===== src/hdl/i2c_master_consts.svh =====
`ifndef I2C_MASTER_CONSTS_SVH
`define I2C_MASTER_CONSTS_SVH

// Register byte offsets
`define OFS_BUS_CONTROL 12'h000
`define OFS_PORT_STATUS 12'h004
`define OFS_RATE_RELOAD 12'h008
`define OFS_TRANSFER_BUF 12'h00c

// Bus control field positions
`define BIT_START_REQ 0
`define BIT_RESTART_REQ 1
`define BIT_RECEIVE_REQ 3
`define BIT_ACK_SEQ_REQ 4
`define BIT_ACK_VALUE 5
`define BIT_ACK_STATUS 6
`define REQ_MASK 5'h1b

// Reset values
`define RST_RELOAD 7'h09
`define RST_REQ 5'h00

// Bit counter value at the last data bit of a byte and at the acknowledge bit
`define LAST_DATA_BIT 4'h7
`define ACK_BIT 4'h8

`endif


===== src/hdl/i2c_master_pkg.sv =====
package i2c_master_pkg;

	// Sticky status flags, high bit first: buffer full sits in bit 0
	typedef struct packed {
		logic collisionIrqFlag;
		logic portIrqFlag;
		logic receiveOverflowFlag;
		logic startDetected;
		logic writeCollisionFlag;
		logic bufferFullFlag;
	} port_status_t;

	typedef enum logic [3:0] {
		IDLE = 4'h0,
		ST_WAIT = 4'h1,
		ST_HOLD = 4'h3,
		RS_PULL = 4'h2,
		RS_SDA = 4'h6,
		RS_RISE = 4'h7,
		RS_HIGH = 4'h5,
		RS_HOLD = 4'h4,
		TX_LOW = 4'hc,
		TX_HIGH = 4'hd,
		RX_LOW = 4'hf,
		RX_HIGH = 4'he,
		ACK_LOW = 4'ha,
		ACK_HIGH = 4'hb
	} seq_state_t;

endpackage : i2c_master_pkg


===== src/hdl/i2c_master_sequencer.sv =====
// Local design decisions: the APB register port and the address map.
`timescale 1ns/100ps
`include "i2c_master_consts.svh"
module i2c_master_sequencer
	import i2c_master_pkg::*;
(
	input wire logic core_clk,
	input wire logic reset_n,
	input wire logic psel,
	input wire logic penable,
	input wire logic pwrite,
	input wire logic [11:0] paddr,
	input wire logic [31:0] pwdata,
	output logic [31:0] prdata,
	output logic pready,
	output logic pslverr,
	input wire logic sclIn,
	output logic sclOut,
	output logic sclOe,
	input wire logic sdaIn,
	output logic sdaOut,
	output logic sdaOe
);

	seq_state_t state;
	port_status_t status;
	logic [4:0] reqs;
	logic ackValue, ackStatus;
	logic [6:0] reload, brgCnt;
	logic brgRun, brgLoad, brgShort;
	logic [1:0] phase;
	logic [7:0] shiftReg, transferBuffer;
	logic [3:0] bitCnt;
	logic sclMeta, sclS, sdaMeta, sdaS, sdaPrev;

	// Bus access decode
	wire access = psel && penable;
	wire hitCtrl = paddr == `OFS_BUS_CONTROL;
	wire hitStat = paddr == `OFS_PORT_STATUS;
	wire hitRel = paddr == `OFS_RATE_RELOAD;
	wire hitBuf = paddr == `OFS_TRANSFER_BUF;
	wire mapped = hitCtrl || hitStat || hitRel || hitBuf;
	wire ctrlWr = access && pwrite && hitCtrl;
	wire statWr = access && pwrite && hitStat;
	wire relWr = access && pwrite && hitRel;
	wire bufWr = access && pwrite && hitBuf;
	wire bufRd = access && !pwrite && hitBuf;
	assign pready = 1'b1;
	assign pslverr = access && !mapped;

	// Nothing may be queued: new commands only from a quiet idle
	wire quiet = state == IDLE && reqs == `RST_REQ;
	wire ctrlAccept = ctrlWr && quiet;
	wire bufAccept = bufWr && quiet;

	// Generator ticks on two of four phases; a stretched SCL freezes it
	wire tick = phase[0];
	wire stretch = !sclOe && !sclS;
	wire brgExp = brgRun && tick && !stretch && brgCnt == 7'h00;

	// Line checks that abort a start or restart
	wire collide = (state == IDLE && reqs[`BIT_START_REQ] && !(sclS && sdaS))
		|| (state == ST_WAIT && (!sclS || (brgExp && !sdaS)))
		|| (state == RS_SDA && brgExp && !sdaS)
		|| (state == RS_RISE && sclS && !sdaS)
		|| (state == RS_HIGH && (!sclS || !sdaS));

	// Sequence events feeding the sticky flags
	wire startEv = sclS && sdaPrev && !sdaS;
	wire txNinth = state == TX_HIGH && brgExp && bitCnt == `ACK_BIT;
	wire bfClrEv = state == TX_HIGH && brgExp && bitCnt == `LAST_DATA_BIT;
	wire rxDone = state == RX_HIGH && brgExp && bitCnt == `LAST_DATA_BIT;
	wire irqEv = ((state == ST_HOLD || state == RS_HOLD || state == ACK_HIGH) && brgExp)
		|| txNinth || rxDone;
	wire txActive = state == TX_LOW || state == TX_HIGH;
	wire bfClrRd = bufRd && !txActive;
	wire [7:0] rxByte = {shiftReg[6:0], sdaS};

	// Open drain: only ever pull low
	assign sclOut = 1'b0;
	assign sdaOut = 1'b0;

	// Two-stage synchronisers, plus an SDA history stage for start detection
	always_ff @(posedge core_clk or negedge reset_n) begin
		if (!reset_n) begin
			{sclMeta, sclS, sdaMeta, sdaS, sdaPrev} <= 5'h1f;
		end else begin
			{sclMeta, sclS} <= {sclIn, sclMeta};
			{sdaMeta, sdaS, sdaPrev} <= {sdaIn, sdaMeta, sdaS};
		end
	end

	// Baud generator: counts to zero, then stops until the next load
	always_ff @(posedge core_clk or negedge reset_n) begin
		if (!reset_n) begin
			phase <= 2'h0;
			brgCnt <= 7'h00;
			brgRun <= 1'b0;
		end else begin
			phase <= phase + 2'h1;
			if (brgLoad) begin
				brgCnt <= brgShort ? {1'b0, reload[5:0]} : reload;
				brgRun <= 1'b1;
			end else if (brgExp) begin
				brgRun <= 1'b0;
			end else if (brgRun && tick && !stretch) begin
				brgCnt <= brgCnt - 7'h01;
			end
		end
	end

	// Rate reload register
	always_ff @(posedge core_clk or negedge reset_n) begin
		if (!reset_n) begin
			reload <= `RST_RELOAD;
		end else if (relWr) begin
			reload <= pwdata[6:0];
		end
	end

	// Transfer buffer: refused writes leave it untouched
	always_ff @(posedge core_clk or negedge reset_n) begin
		if (!reset_n) begin
			transferBuffer <= 8'h00;
		end else if (bufAccept) begin
			transferBuffer <= pwdata[7:0];
		end else if (rxDone) begin
			transferBuffer <= rxByte;
		end
	end

	// Sticky flags: write one to clear; a same-cycle event wins over the clear
	wire [5:0] setMask = {collide, irqEv, rxDone && status.bufferFullFlag, startEv,
		bufWr && !bufAccept, bufAccept || rxDone};
	wire [5:0] clrMask = (statWr ? pwdata[5:0] : 6'h00) | {5'h00, bfClrEv || bfClrRd || collide};
	always_ff @(posedge core_clk or negedge reset_n) begin
		if (!reset_n) begin
			status <= '0;
		end else begin
			status <= (status & ~clrMask) | setMask;
		end
	end

	// Sequencer; the generator load is a registered one-cycle request
	always_ff @(posedge core_clk or negedge reset_n) begin
		if (!reset_n) begin
			state <= IDLE;
			reqs <= `RST_REQ;
			ackValue <= 1'b0;
			ackStatus <= 1'b0;
			sclOe <= 1'b0;
			sdaOe <= 1'b0;
			shiftReg <= 8'h00;
			bitCnt <= 4'h0;
			brgLoad <= 1'b0;
			brgShort <= 1'b0;
		end else begin
			brgLoad <= 1'b0;
			brgShort <= 1'b0;
			if (ctrlWr) begin
				ackValue <= pwdata[`BIT_ACK_VALUE];
			end
			if (ctrlAccept) begin
				reqs <= pwdata[4:0] & `REQ_MASK;
			end
			if (collide) begin
				state <= IDLE;
				reqs <= `RST_REQ;
				sclOe <= 1'b0;
				sdaOe <= 1'b0;
			end else if (bufAccept) begin
				shiftReg <= pwdata[7:0];
				bitCnt <= 4'h0;
				sclOe <= 1'b1;
				brgLoad <= 1'b1;
				state <= TX_LOW;
			end else begin
				if (state == TX_LOW && brgLoad) sdaOe <= bitCnt == `ACK_BIT ? 1'b0 : ~shiftReg[7];
				unique case (state)
					IDLE: begin
						if (reqs[`BIT_START_REQ]) begin
							brgLoad <= 1'b1;
							state <= ST_WAIT;
						end else if (reqs[`BIT_RESTART_REQ]) begin
							sclOe <= 1'b1;
							state <= RS_PULL;
						end else if (reqs[`BIT_RECEIVE_REQ]) begin
							sclOe <= 1'b1;
							sdaOe <= 1'b0;
							bitCnt <= 4'h0;
							brgLoad <= 1'b1;
							state <= RX_LOW;
						end else if (reqs[`BIT_ACK_SEQ_REQ]) begin
							sclOe <= 1'b1;
							sdaOe <= ~ackValue;
							brgLoad <= 1'b1;
							state <= ACK_LOW;
						end
					end
					ST_WAIT: if (brgExp) begin
						sdaOe <= 1'b1;
						brgLoad <= 1'b1;
						state <= ST_HOLD;
					end
					ST_HOLD: if (brgExp) begin
						reqs[`BIT_START_REQ] <= 1'b0;
						state <= IDLE;
					end
					RS_PULL: if (!sclS) begin
						sdaOe <= 1'b0;
						brgLoad <= 1'b1;
						brgShort <= 1'b1;
						state <= RS_SDA;
					end
					RS_SDA: if (brgExp) begin
						sclOe <= 1'b0;
						state <= RS_RISE;
					end
					RS_RISE: if (sclS) begin
						brgLoad <= 1'b1;
						state <= RS_HIGH;
					end
					RS_HIGH: if (brgExp) begin
						sdaOe <= 1'b1;
						brgLoad <= 1'b1;
						state <= RS_HOLD;
					end
					RS_HOLD: if (brgExp) begin
						reqs[`BIT_RESTART_REQ] <= 1'b0;
						state <= IDLE;
					end
					TX_LOW, RX_LOW, ACK_LOW: if (brgExp) begin
						sclOe <= 1'b0;
						brgLoad <= 1'b1;
						state <= state == TX_LOW ? TX_HIGH : (state == RX_LOW ? RX_HIGH : ACK_HIGH);
					end
					TX_HIGH: if (brgExp) begin
						sclOe <= 1'b1;
						if (bitCnt == `ACK_BIT) begin
							ackStatus <= sdaS;
							state <= IDLE;
						end else begin
							bitCnt <= bitCnt + 4'h1;
							shiftReg <= {shiftReg[6:0], 1'b0};
							brgLoad <= 1'b1;
							state <= TX_LOW;
						end
					end
					RX_HIGH: if (brgExp) begin
						sclOe <= 1'b1;
						shiftReg <= rxByte;
						if (bitCnt == `LAST_DATA_BIT) begin
							reqs[`BIT_RECEIVE_REQ] <= 1'b0;
							state <= IDLE;
						end else begin
							bitCnt <= bitCnt + 4'h1;
							brgLoad <= 1'b1;
							state <= RX_LOW;
						end
					end
					ACK_HIGH: if (brgExp) begin
						sclOe <= 1'b1;
						reqs[`BIT_ACK_SEQ_REQ] <= 1'b0;
						state <= IDLE;
					end
					default: state <= IDLE;
				endcase
			end
		end
	end

	// Read data is registered in the setup phase so it is stable in the access phase
	wire [31:0] ctrlView = {25'h0, ackStatus, ackValue, reqs};
	wire [31:0] readMux = hitCtrl ? ctrlView : hitStat ? {26'h0, status} :
		hitRel ? {25'h0, reload} : hitBuf ? {24'h0, transferBuffer} : 32'h0;
	always_ff @(posedge core_clk or negedge reset_n) begin
		if (!reset_n) begin
			prdata <= 32'h0;
		end else if (psel && !penable) begin
			prdata <= readMux;
		end
	end

	property p_startLoad;
		@(posedge core_clk) disable iff (!reset_n)
		state == IDLE && reqs[`BIT_START_REQ] && sclS && sdaS |=> state == ST_WAIT ##1 brgRun;
	endproperty
	a_startLoad: assert property (p_startLoad) else $error("start did not load generator");

	property p_startEdge;
		@(posedge core_clk) disable iff (!reset_n)
		state == ST_WAIT && brgExp && !collide |=> sdaOe && state == ST_HOLD;
	endproperty
	a_startEdge: assert property (p_startEdge) else $error("start edge not driven");

	property p_startDone;
		@(posedge core_clk) disable iff (!reset_n)
		state == ST_HOLD && brgExp |=> !reqs[`BIT_START_REQ] && sdaOe && !brgRun;
	endproperty
	a_startDone: assert property (p_startDone) else $error("start did not complete");

	property p_startCollide;
		@(posedge core_clk) disable iff (!reset_n)
		state == IDLE && reqs[`BIT_START_REQ] && !(sclS && sdaS) |=> status.collisionIrqFlag && state == IDLE && !sdaOe;
	endproperty
	a_startCollide: assert property (p_startCollide) else $error("collision not flagged");

	property p_writeRefused;
		@(posedge core_clk) disable iff (!reset_n)
		bufWr && !quiet && !rxDone |=> status.writeCollisionFlag && transferBuffer == $past(transferBuffer);
	endproperty
	a_writeRefused: assert property (p_writeRefused) else $error("refused write changed buffer");

	property p_txStart;
		@(posedge core_clk) disable iff (!reset_n)
		bufAccept |=> status.bufferFullFlag && sclOe ##1 brgRun;
	endproperty
	a_txStart: assert property (p_txStart) else $error("write did not start shifting");

	property p_ackSample;
		@(posedge core_clk) disable iff (!reset_n)
		txNinth |=> ackStatus == $past(sdaS) && status.portIrqFlag && sclOe;
	endproperty
	a_ackSample: assert property (p_ackSample) else $error("acknowledge not sampled");

	property p_brgCount;
		@(posedge core_clk) disable iff (!reset_n)
		brgRun && !brgLoad && tick && !stretch && brgCnt != 7'h00 |=> brgCnt == $past(brgCnt) - 7'h01;
	endproperty
	a_brgCount: assert property (p_brgCount) else $error("generator did not decrement");

	property p_rxDone;
		@(posedge core_clk) disable iff (!reset_n)
		rxDone |=> transferBuffer == $past(rxByte) && status.bufferFullFlag && state == IDLE;
	endproperty
	a_rxDone: assert property (p_rxDone) else $error("received byte not stored");

	property p_sdaHold;
		@(posedge core_clk) disable iff (!reset_n)
		state == TX_HIGH |=> $stable(sdaOe);
	endproperty
	a_sdaHold: assert property (p_sdaHold) else $error("data moved with clock");

endmodule : i2c_master_sequencer


===== config.mk =====
export PLATFORM = sky130hd
export DESIGN_NAME = i2c_master_sequencer
export DESIGN_NICKNAME = d
export VERILOG_FILES = /design/src/hdl/i2c_master_pkg.sv /design/src/hdl/i2c_master_sequencer.sv
export VERILOG_INCLUDE_DIRS = /design/src /design/src/hdl
export SDC_FILE = /design/constraint.sdc
export NUM_CORES = 1
export LEC_CHECK = 0
export BUFFER_PORTS_ARGS = -buffer_cell sky130_fd_sc_hd__buf_2
export CAP_MARGIN = 0
export CELL_PAD_IN_SITES_DETAIL_PLACEMENT = 1
export CELL_PAD_IN_SITES_GLOBAL_PLACEMENT = 1
export CORE_MARGIN = 2
export CORE_UTILIZATION = 30
export DETAILED_ROUTE_END_ITERATION = 12
export PLACE_DENSITY = 0.66
export SETUP_SLACK_MARGIN = 0.5
export SYNTH_ARGS = -nofsm -noshare
export SYNTH_HDL_FRONTEND = slang
export SYNTH_SLANG_ARGS = --single-unit

===== constraint.sdc =====
create_clock -name core_clk -period 2.33 [get_ports core_clk]
set_input_delay 0.5825 -clock core_clk [delete_from_list [all_inputs] [get_ports core_clk]]
set_output_delay 0.5825 -clock core_clk [all_outputs]
set_load 0.02 [all_outputs]

== Word level (Yosys, flattened, before mapping) ==
Cells that the tools add are included.

* Add/subtract/negate cells: 3
* Eq/ne operators: 41
* Mux-type cells: 98
* Bitwise logic cells: 8
* Reductions and logical operators: 89

{| class="wikitable"
|+ Operator list
! operator !! count
|-
| $mux W4 || 25
|-
| $mux W8 || 10
|-
| $mux W1 || 45
|-
| $pmux W4 S10 || 1
|-
| $logic_and A1 B1 Y1 || 39
|-
| $ne A4 B4 Y1 const B || 9
|-
| $eq A4 B4 Y1 const B || 7
|-
| $mux W7 || 4
|-
| $eq A12 B4 Y1 const B || 2
|-
| $ne A3 B3 Y1 const B || 7
|-
| $eq A4 B3 Y1 const B || 5
|-
| $logic_or A1 B1 Y1 || 17
|-
| $pmux W8 S2 || 1
|-
| $reduce_and A5 Y1 || 3
|-
| $eq A12 B3 Y1 const B || 1
|-
| $logic_not A12 Y1 || 1
|-
| $ne A4 B1 Y1 const B || 3
|-
| $pmux W4 S3 || 1
|-
| $logic_not A1 Y1 || 10
|-
| $reduce_and A10 Y1 || 1
|-
| $reduce_and A9 Y1 || 1
|-
| $reduce_or A3 Y1 || 3
|-
| $eq A4 B2 Y1 const B || 2
|-
| $mux W2 || 4
|-
| other kinds (29) || 37
|}

* Register bits after elaboration: 95
* Bits of input ports: 51
* Output and inout bits: 38

== Longest topological paths before layout ==
* Depth in word-level cells: 17
* Mapped depth: 9
* Depth with buffers taken out: 7

== Worst setup path after synthesis ==
Ideal clock, no wire load.

* Path kind: reg2reg
* Start point: register brgCnt[0]
* End point: register transferBuffer[2]
* Arrival time: 2.345 ns
* Slack: -0.140 ns
* Stages on the path, launching flop included: 9
* Buffers on the path: 2
* Cell sequence: dfrtp_1 -> inv_1 -> ha_1 -> or4b_4 -> or4_4 -> buf_6 -> o32ai_2 -> buf_4 -> mux2_2

* Word-level cells in the longest chain between the ends: 5

{| class="wikitable"
|+ RTL lines
! item !! line !! text
|-
| from (decl) || i2c_master_sequencer.sv:29 || <nowiki>logic [6:0] reload, brgCnt;</nowiki>
|-
| from (signal assigned) || i2c_master_sequencer.sv:102 || <nowiki>brgCnt <= brgShort ? {1'b0, reload[5:0]} : reload;</nowiki>
|-
| from (signal assigned) || i2c_master_sequencer.sv:107 || <nowiki>brgCnt <= brgCnt - 7'h01;</nowiki>
|-
| $logic_not A7 Y1 || i2c_master_sequencer.sv:59 || <nowiki>wire brgExp = brgRun && tick && !stretch && brgCnt == 7'h00;</nowiki>
|-
| $logic_and A1 B1 Y1 || i2c_master_sequencer.sv:59 ||
|-
| $logic_and A1 B1 Y1 || i2c_master_sequencer.sv:72 || <nowiki>wire rxDone = state == RX_HIGH && brgExp && bitCnt == `LAST_DATA_BIT;</nowiki>
|-
| $logic_and A1 B1 Y1 (no line) || n/a ||
|-
| $reduce_bool A2 Y1 (no line) || n/a ||
|-
| to (signal assigned) || i2c_master_sequencer.sv:126 || <nowiki>transferBuffer <= pwdata[7:0];</nowiki>
|-
| to (signal assigned) || i2c_master_sequencer.sv:128 || <nowiki>transferBuffer <= rxByte;</nowiki>
|-
| to (decl) || i2c_master_sequencer.sv:32 || <nowiki>logic [7:0] shiftReg, transferBuffer;</nowiki>
|}

Every way passes these cells.
A chain may end at the register's enable or synchronous reset.

== Worst setup path in the final report ==
* Start point: register brgCnt[0]
* End point: register reqs[1]

* Word-level cells in the longest chain between the ends: 10
* Elaborated cells on any way between the ends: 15
* Those cells by class: mux: 4; reduce/logical: 11

{| class="wikitable"
|+ RTL lines
! item !! line !! text
|-
| $logic_not A7 Y1 (*) || i2c_master_sequencer.sv:59 ||
|-
| $logic_and A1 B1 Y1 (*) || i2c_master_sequencer.sv:59 ||
|-
| $logic_and A1 B1 Y1 || i2c_master_sequencer.sv:63 || <nowiki>|| (state == ST_WAIT && (!sclS || (brgExp && !sdaS)))</nowiki>
|-
| $logic_or A1 B1 Y1 || i2c_master_sequencer.sv:63 ||
|-
| $logic_and A1 B1 Y1 || i2c_master_sequencer.sv:63 ||
|-
| $logic_or A1 B1 Y1 (4 in series) || i2c_master_sequencer.sv:62 || <nowiki>wire collide = (state == IDLE && reqs[`BIT_START_REQ] && !(sclS && sdaS))</nowiki>
|-
| $mux W2 (*) || i2c_master_sequencer.sv:166 || <nowiki>if (collide) begin</nowiki>
|-
| to (signal assigned) || i2c_master_sequencer.sv:148 || <nowiki>reqs <= `RST_REQ;</nowiki>
|-
| to (signal assigned) || i2c_master_sequencer.sv:164 || <nowiki>reqs <= pwdata[4:0] & `REQ_MASK;</nowiki>
|-
| to (signal assigned) || i2c_master_sequencer.sv:168 || <nowiki>reqs <= `RST_REQ;</nowiki>
|-
| to (decl) || i2c_master_sequencer.sv:27 || <nowiki>logic [4:0] reqs;</nowiki>
|}

Every way passes the cells marked *; elsewhere a longest branch is shown, timed or not.

==> metrics.yaml <==
status: "finished, violations left"
violations: "negative setup slack"
syn_to_final_growth_pct: 33.1
synth_top_area_share_pct: 36.5
path_max_fanout: 8
cts_buffers: 9
clkTransAtPathRegs_ns: 0.06
worstSkewPairLatency_ns: 0.34
fill_cells: 1580
synthCells: 431
synth_area_per_cell_um2: 9.87
routed_wl_um: 13200
ant_nets: 0
clock-root-buffer: "clkbuf_16"
rsz0062_at_grt: "true"
ys_seq_area_share_pct: 40.8
nets: 568
final_common_cell: "dfrtp_1"
die_height_um: 123
p_total_w: 0.00540
cp-start-kind: "flip-flop"
cts_hold_buf: 0
drt_iter0_markers: 191
hold_violations: 0
synth_edf_count: 0
peakVddDrop_uv: 397
grt_pass1_vias: 3754
wl_per_cell_um: 18.9
gr-total-overflow: 0
final-seq-area_um2: 1740
async_flop_share_pct: 100
htreeDepth: 3
place_area_um2: 4900
clock.fmax_mhz: 403
final.min_clock_period_ns: 2.48
worst_slew_pin_slew_ns: 0.534
cts.sinks: 69
gp_congestion: 0.841
utilization_pct: 40.8
synthFlopType: "dfrtp_1"
end_kind: "flip-flop"
antenna_found_initial: 0
dr.pass1.iters: 4
regToRegSetupSlack_ns: -0.15
cp_data_required_time_ns: 2.52
viasPerCell: 5.26
drc: 0
syn_area_um2: 4250
grt_use_total_pct: 18.0
synth_area_leaders: "dfrtp_1 (36%), mux2_2 (6.1%), buf_4 (5.1%), dfstp_2 (4.3%), nand2_1 (3.1%)"
p_leak_nw: 2.45
powerDensity_nw_per_um2: 954
ys_ff_latch: 69
fin_area_um2: 5660
place_inst: 666
drv_slew: 0
worstPathArrival_ns: 2.68
place.port_buffers: 37
dieArea_um2: 15100
boundaryPins: 89
synth_top_area_cell: "dfrtp_1"
start_util_pct: 30.6
hold_class: "in2async"
drv_cap: 0
drive_above_1_share_pct: 37.8
rows: 43
vias: 3674
crit_type: "reg2reg"
slew_headroom_pct: 64.4
setup_violations: 27
yosys_warnings: 0
fin_cells: 698
cts_buffer_depth: 2
grt_start_max_net_pins: 70
antenna_cells: 0
multi_input_area_um2: 2500
dp_hpwl_um: 9160
final_cell_mix: "dfrtp_1 (62), buf_4 (50), nand2_1 (34), buf_2 (32), conb_1 (27)"
die_w_um: 123
cts_tree: "built"
worst_slack_ns: -0.154
grt_pass1_wl_um: 20700
min_period_over_period_pct: 107
core-area_um2: 13900
place_ws_ns: -0.230
finalClockSkew_ns: 0.00534
synth.distinct_cells: 70
per-stage QoR:
stage | hold WS [ns] | TNS (ns)
2_1_floorplan | 0.287 | -1.30
3_3_place_gp | 0.347 | -3.60
3_5_place_dp | 0.349 | -4.88
4_1_cts | 0.276 | -3.72
5_1_grt | 0.278 | -5.11
6_report | 0.235 | -2.58
cell type report:
class	count	area share [%]
clock buffers	9	3.98
multi-input cells	319	44.1
inverters	12	0.796
clock inverters	7	1.75
well taps	180	3.98
repair buffers	102	14.7
flip-flops and latches	69	30.7
worst paths after layout:
kind / startpoint / cells past startpoint / endpoint
min in group core_clk: sdaIn / 1 / sdaMeta$_DFF_PN1_
min: reset_n / 2 / prdata[3]$_DFFE_PN0P_
max: brgCnt[0]$_DFFE_PN0P_ / 8 / reqs[1]$_DFF_PN0_
max reg2reg: brgCnt[0]$_DFFE_PN0P_ / 8 / reqs[1]$_DFF_PN0_
min reg2reg: sdaMeta$_DFF_PN1_ / 0 / sdaS$_DFF_PN1_
max in group asynchronous: reset_n / 2 / sdaMeta$_DFF_PN1_
kinds of logic (layout without fill, tap and decap cells):
logic type	count (synthesis)	in the layout	synth area share, %
flip-flops	69	69	40.8
other	2	27	0.177
multiplexers	39	39	11.6
XOR/XNOR	6	6	1.24
AND/OR/NAND/NOR	144	144	19.3
adder cells (fa/ha/maj)	4	4	1.18
AO/OA/AOI/OAI	99	99	16.9
buffers and inverters	68	130	8.86
timing repair:
item                       4_1_cts  5_1_grt
setup endpoints to repair       42       46
buffers inserted                13        2
pin swaps                        9        9
gates resized for setup         36       24
gates cloned                     0        1
layer usage:
layer	wire length (um)	up-vias	track usage (%)
met5	0	-	0
met4	299	0	6.96
met3	465	21	3.14
met2	6500	78	29.2
met1	5930	1879	24.0
li1	-	1696	-
registers in the layout, summed over array words and instances, names as in the netlist:
signal,cells
state,4
phase,1
ackStatus,1
ackValue,1
sclS,1
reload,7
brgRun,1
brgCnt,7
bitCnt,4
sclOe,1
transferBuffer,8
sdaMeta,1
sdaS,1
shiftReg,8
sclMeta,1
sdaPrev,1
reqs,4
brgShort,1
brgLoad,1
status,6
sdaOe,1
prdata,8
Yosys cell counts, types with 4 or more instances:
cell type  number
a211oi_1        6
a21o_1          6
a21oi_1        18
a22oi_1         4
a31oi_1         6
and3_1          4
and3b_1         4
buf_4          29
clkbuf_1       20
dfrtp_1        62
dfstp_2         7
ha_1            4
inv_1          12
mux2_1          8
mux2_2         23
mux4_2          5
nand2_1        35
nand2b_1        7
nand3_1        11
nand3b_1        4
nand4_1        10
nor2_1         26
nor2b_1         8
nor3_1          8
nor4_1          5
o21ai_0        22
or3_1           5
xor2_1          4
report_power, final:
group / switching (W) / total [W] / internal, W / leakage, nW
registers: 0.000189 / 0.00160 / 0.00141 / 0.886
logic: 0.00130 / 0.00229 / 0.000990 / 1.40
clock network: 0.000569 / 0.00151 / 0.000942 / 0.156
total: 0.00206 / 0.00540 / 0.00334 / 2.45
worst max-delay path: stages (launching register included):
cell,delay (ns)
dfrtp_1,0.39
inv_2,0.08
ha_4,0.13
or4b_4,0.46
or4_4,0.62
o221a_4,0.29
nor2_4,0.16
buf_12,0.15
a311oi_2,0.05
Note: power is estimated with default switching activity, not from simulation.
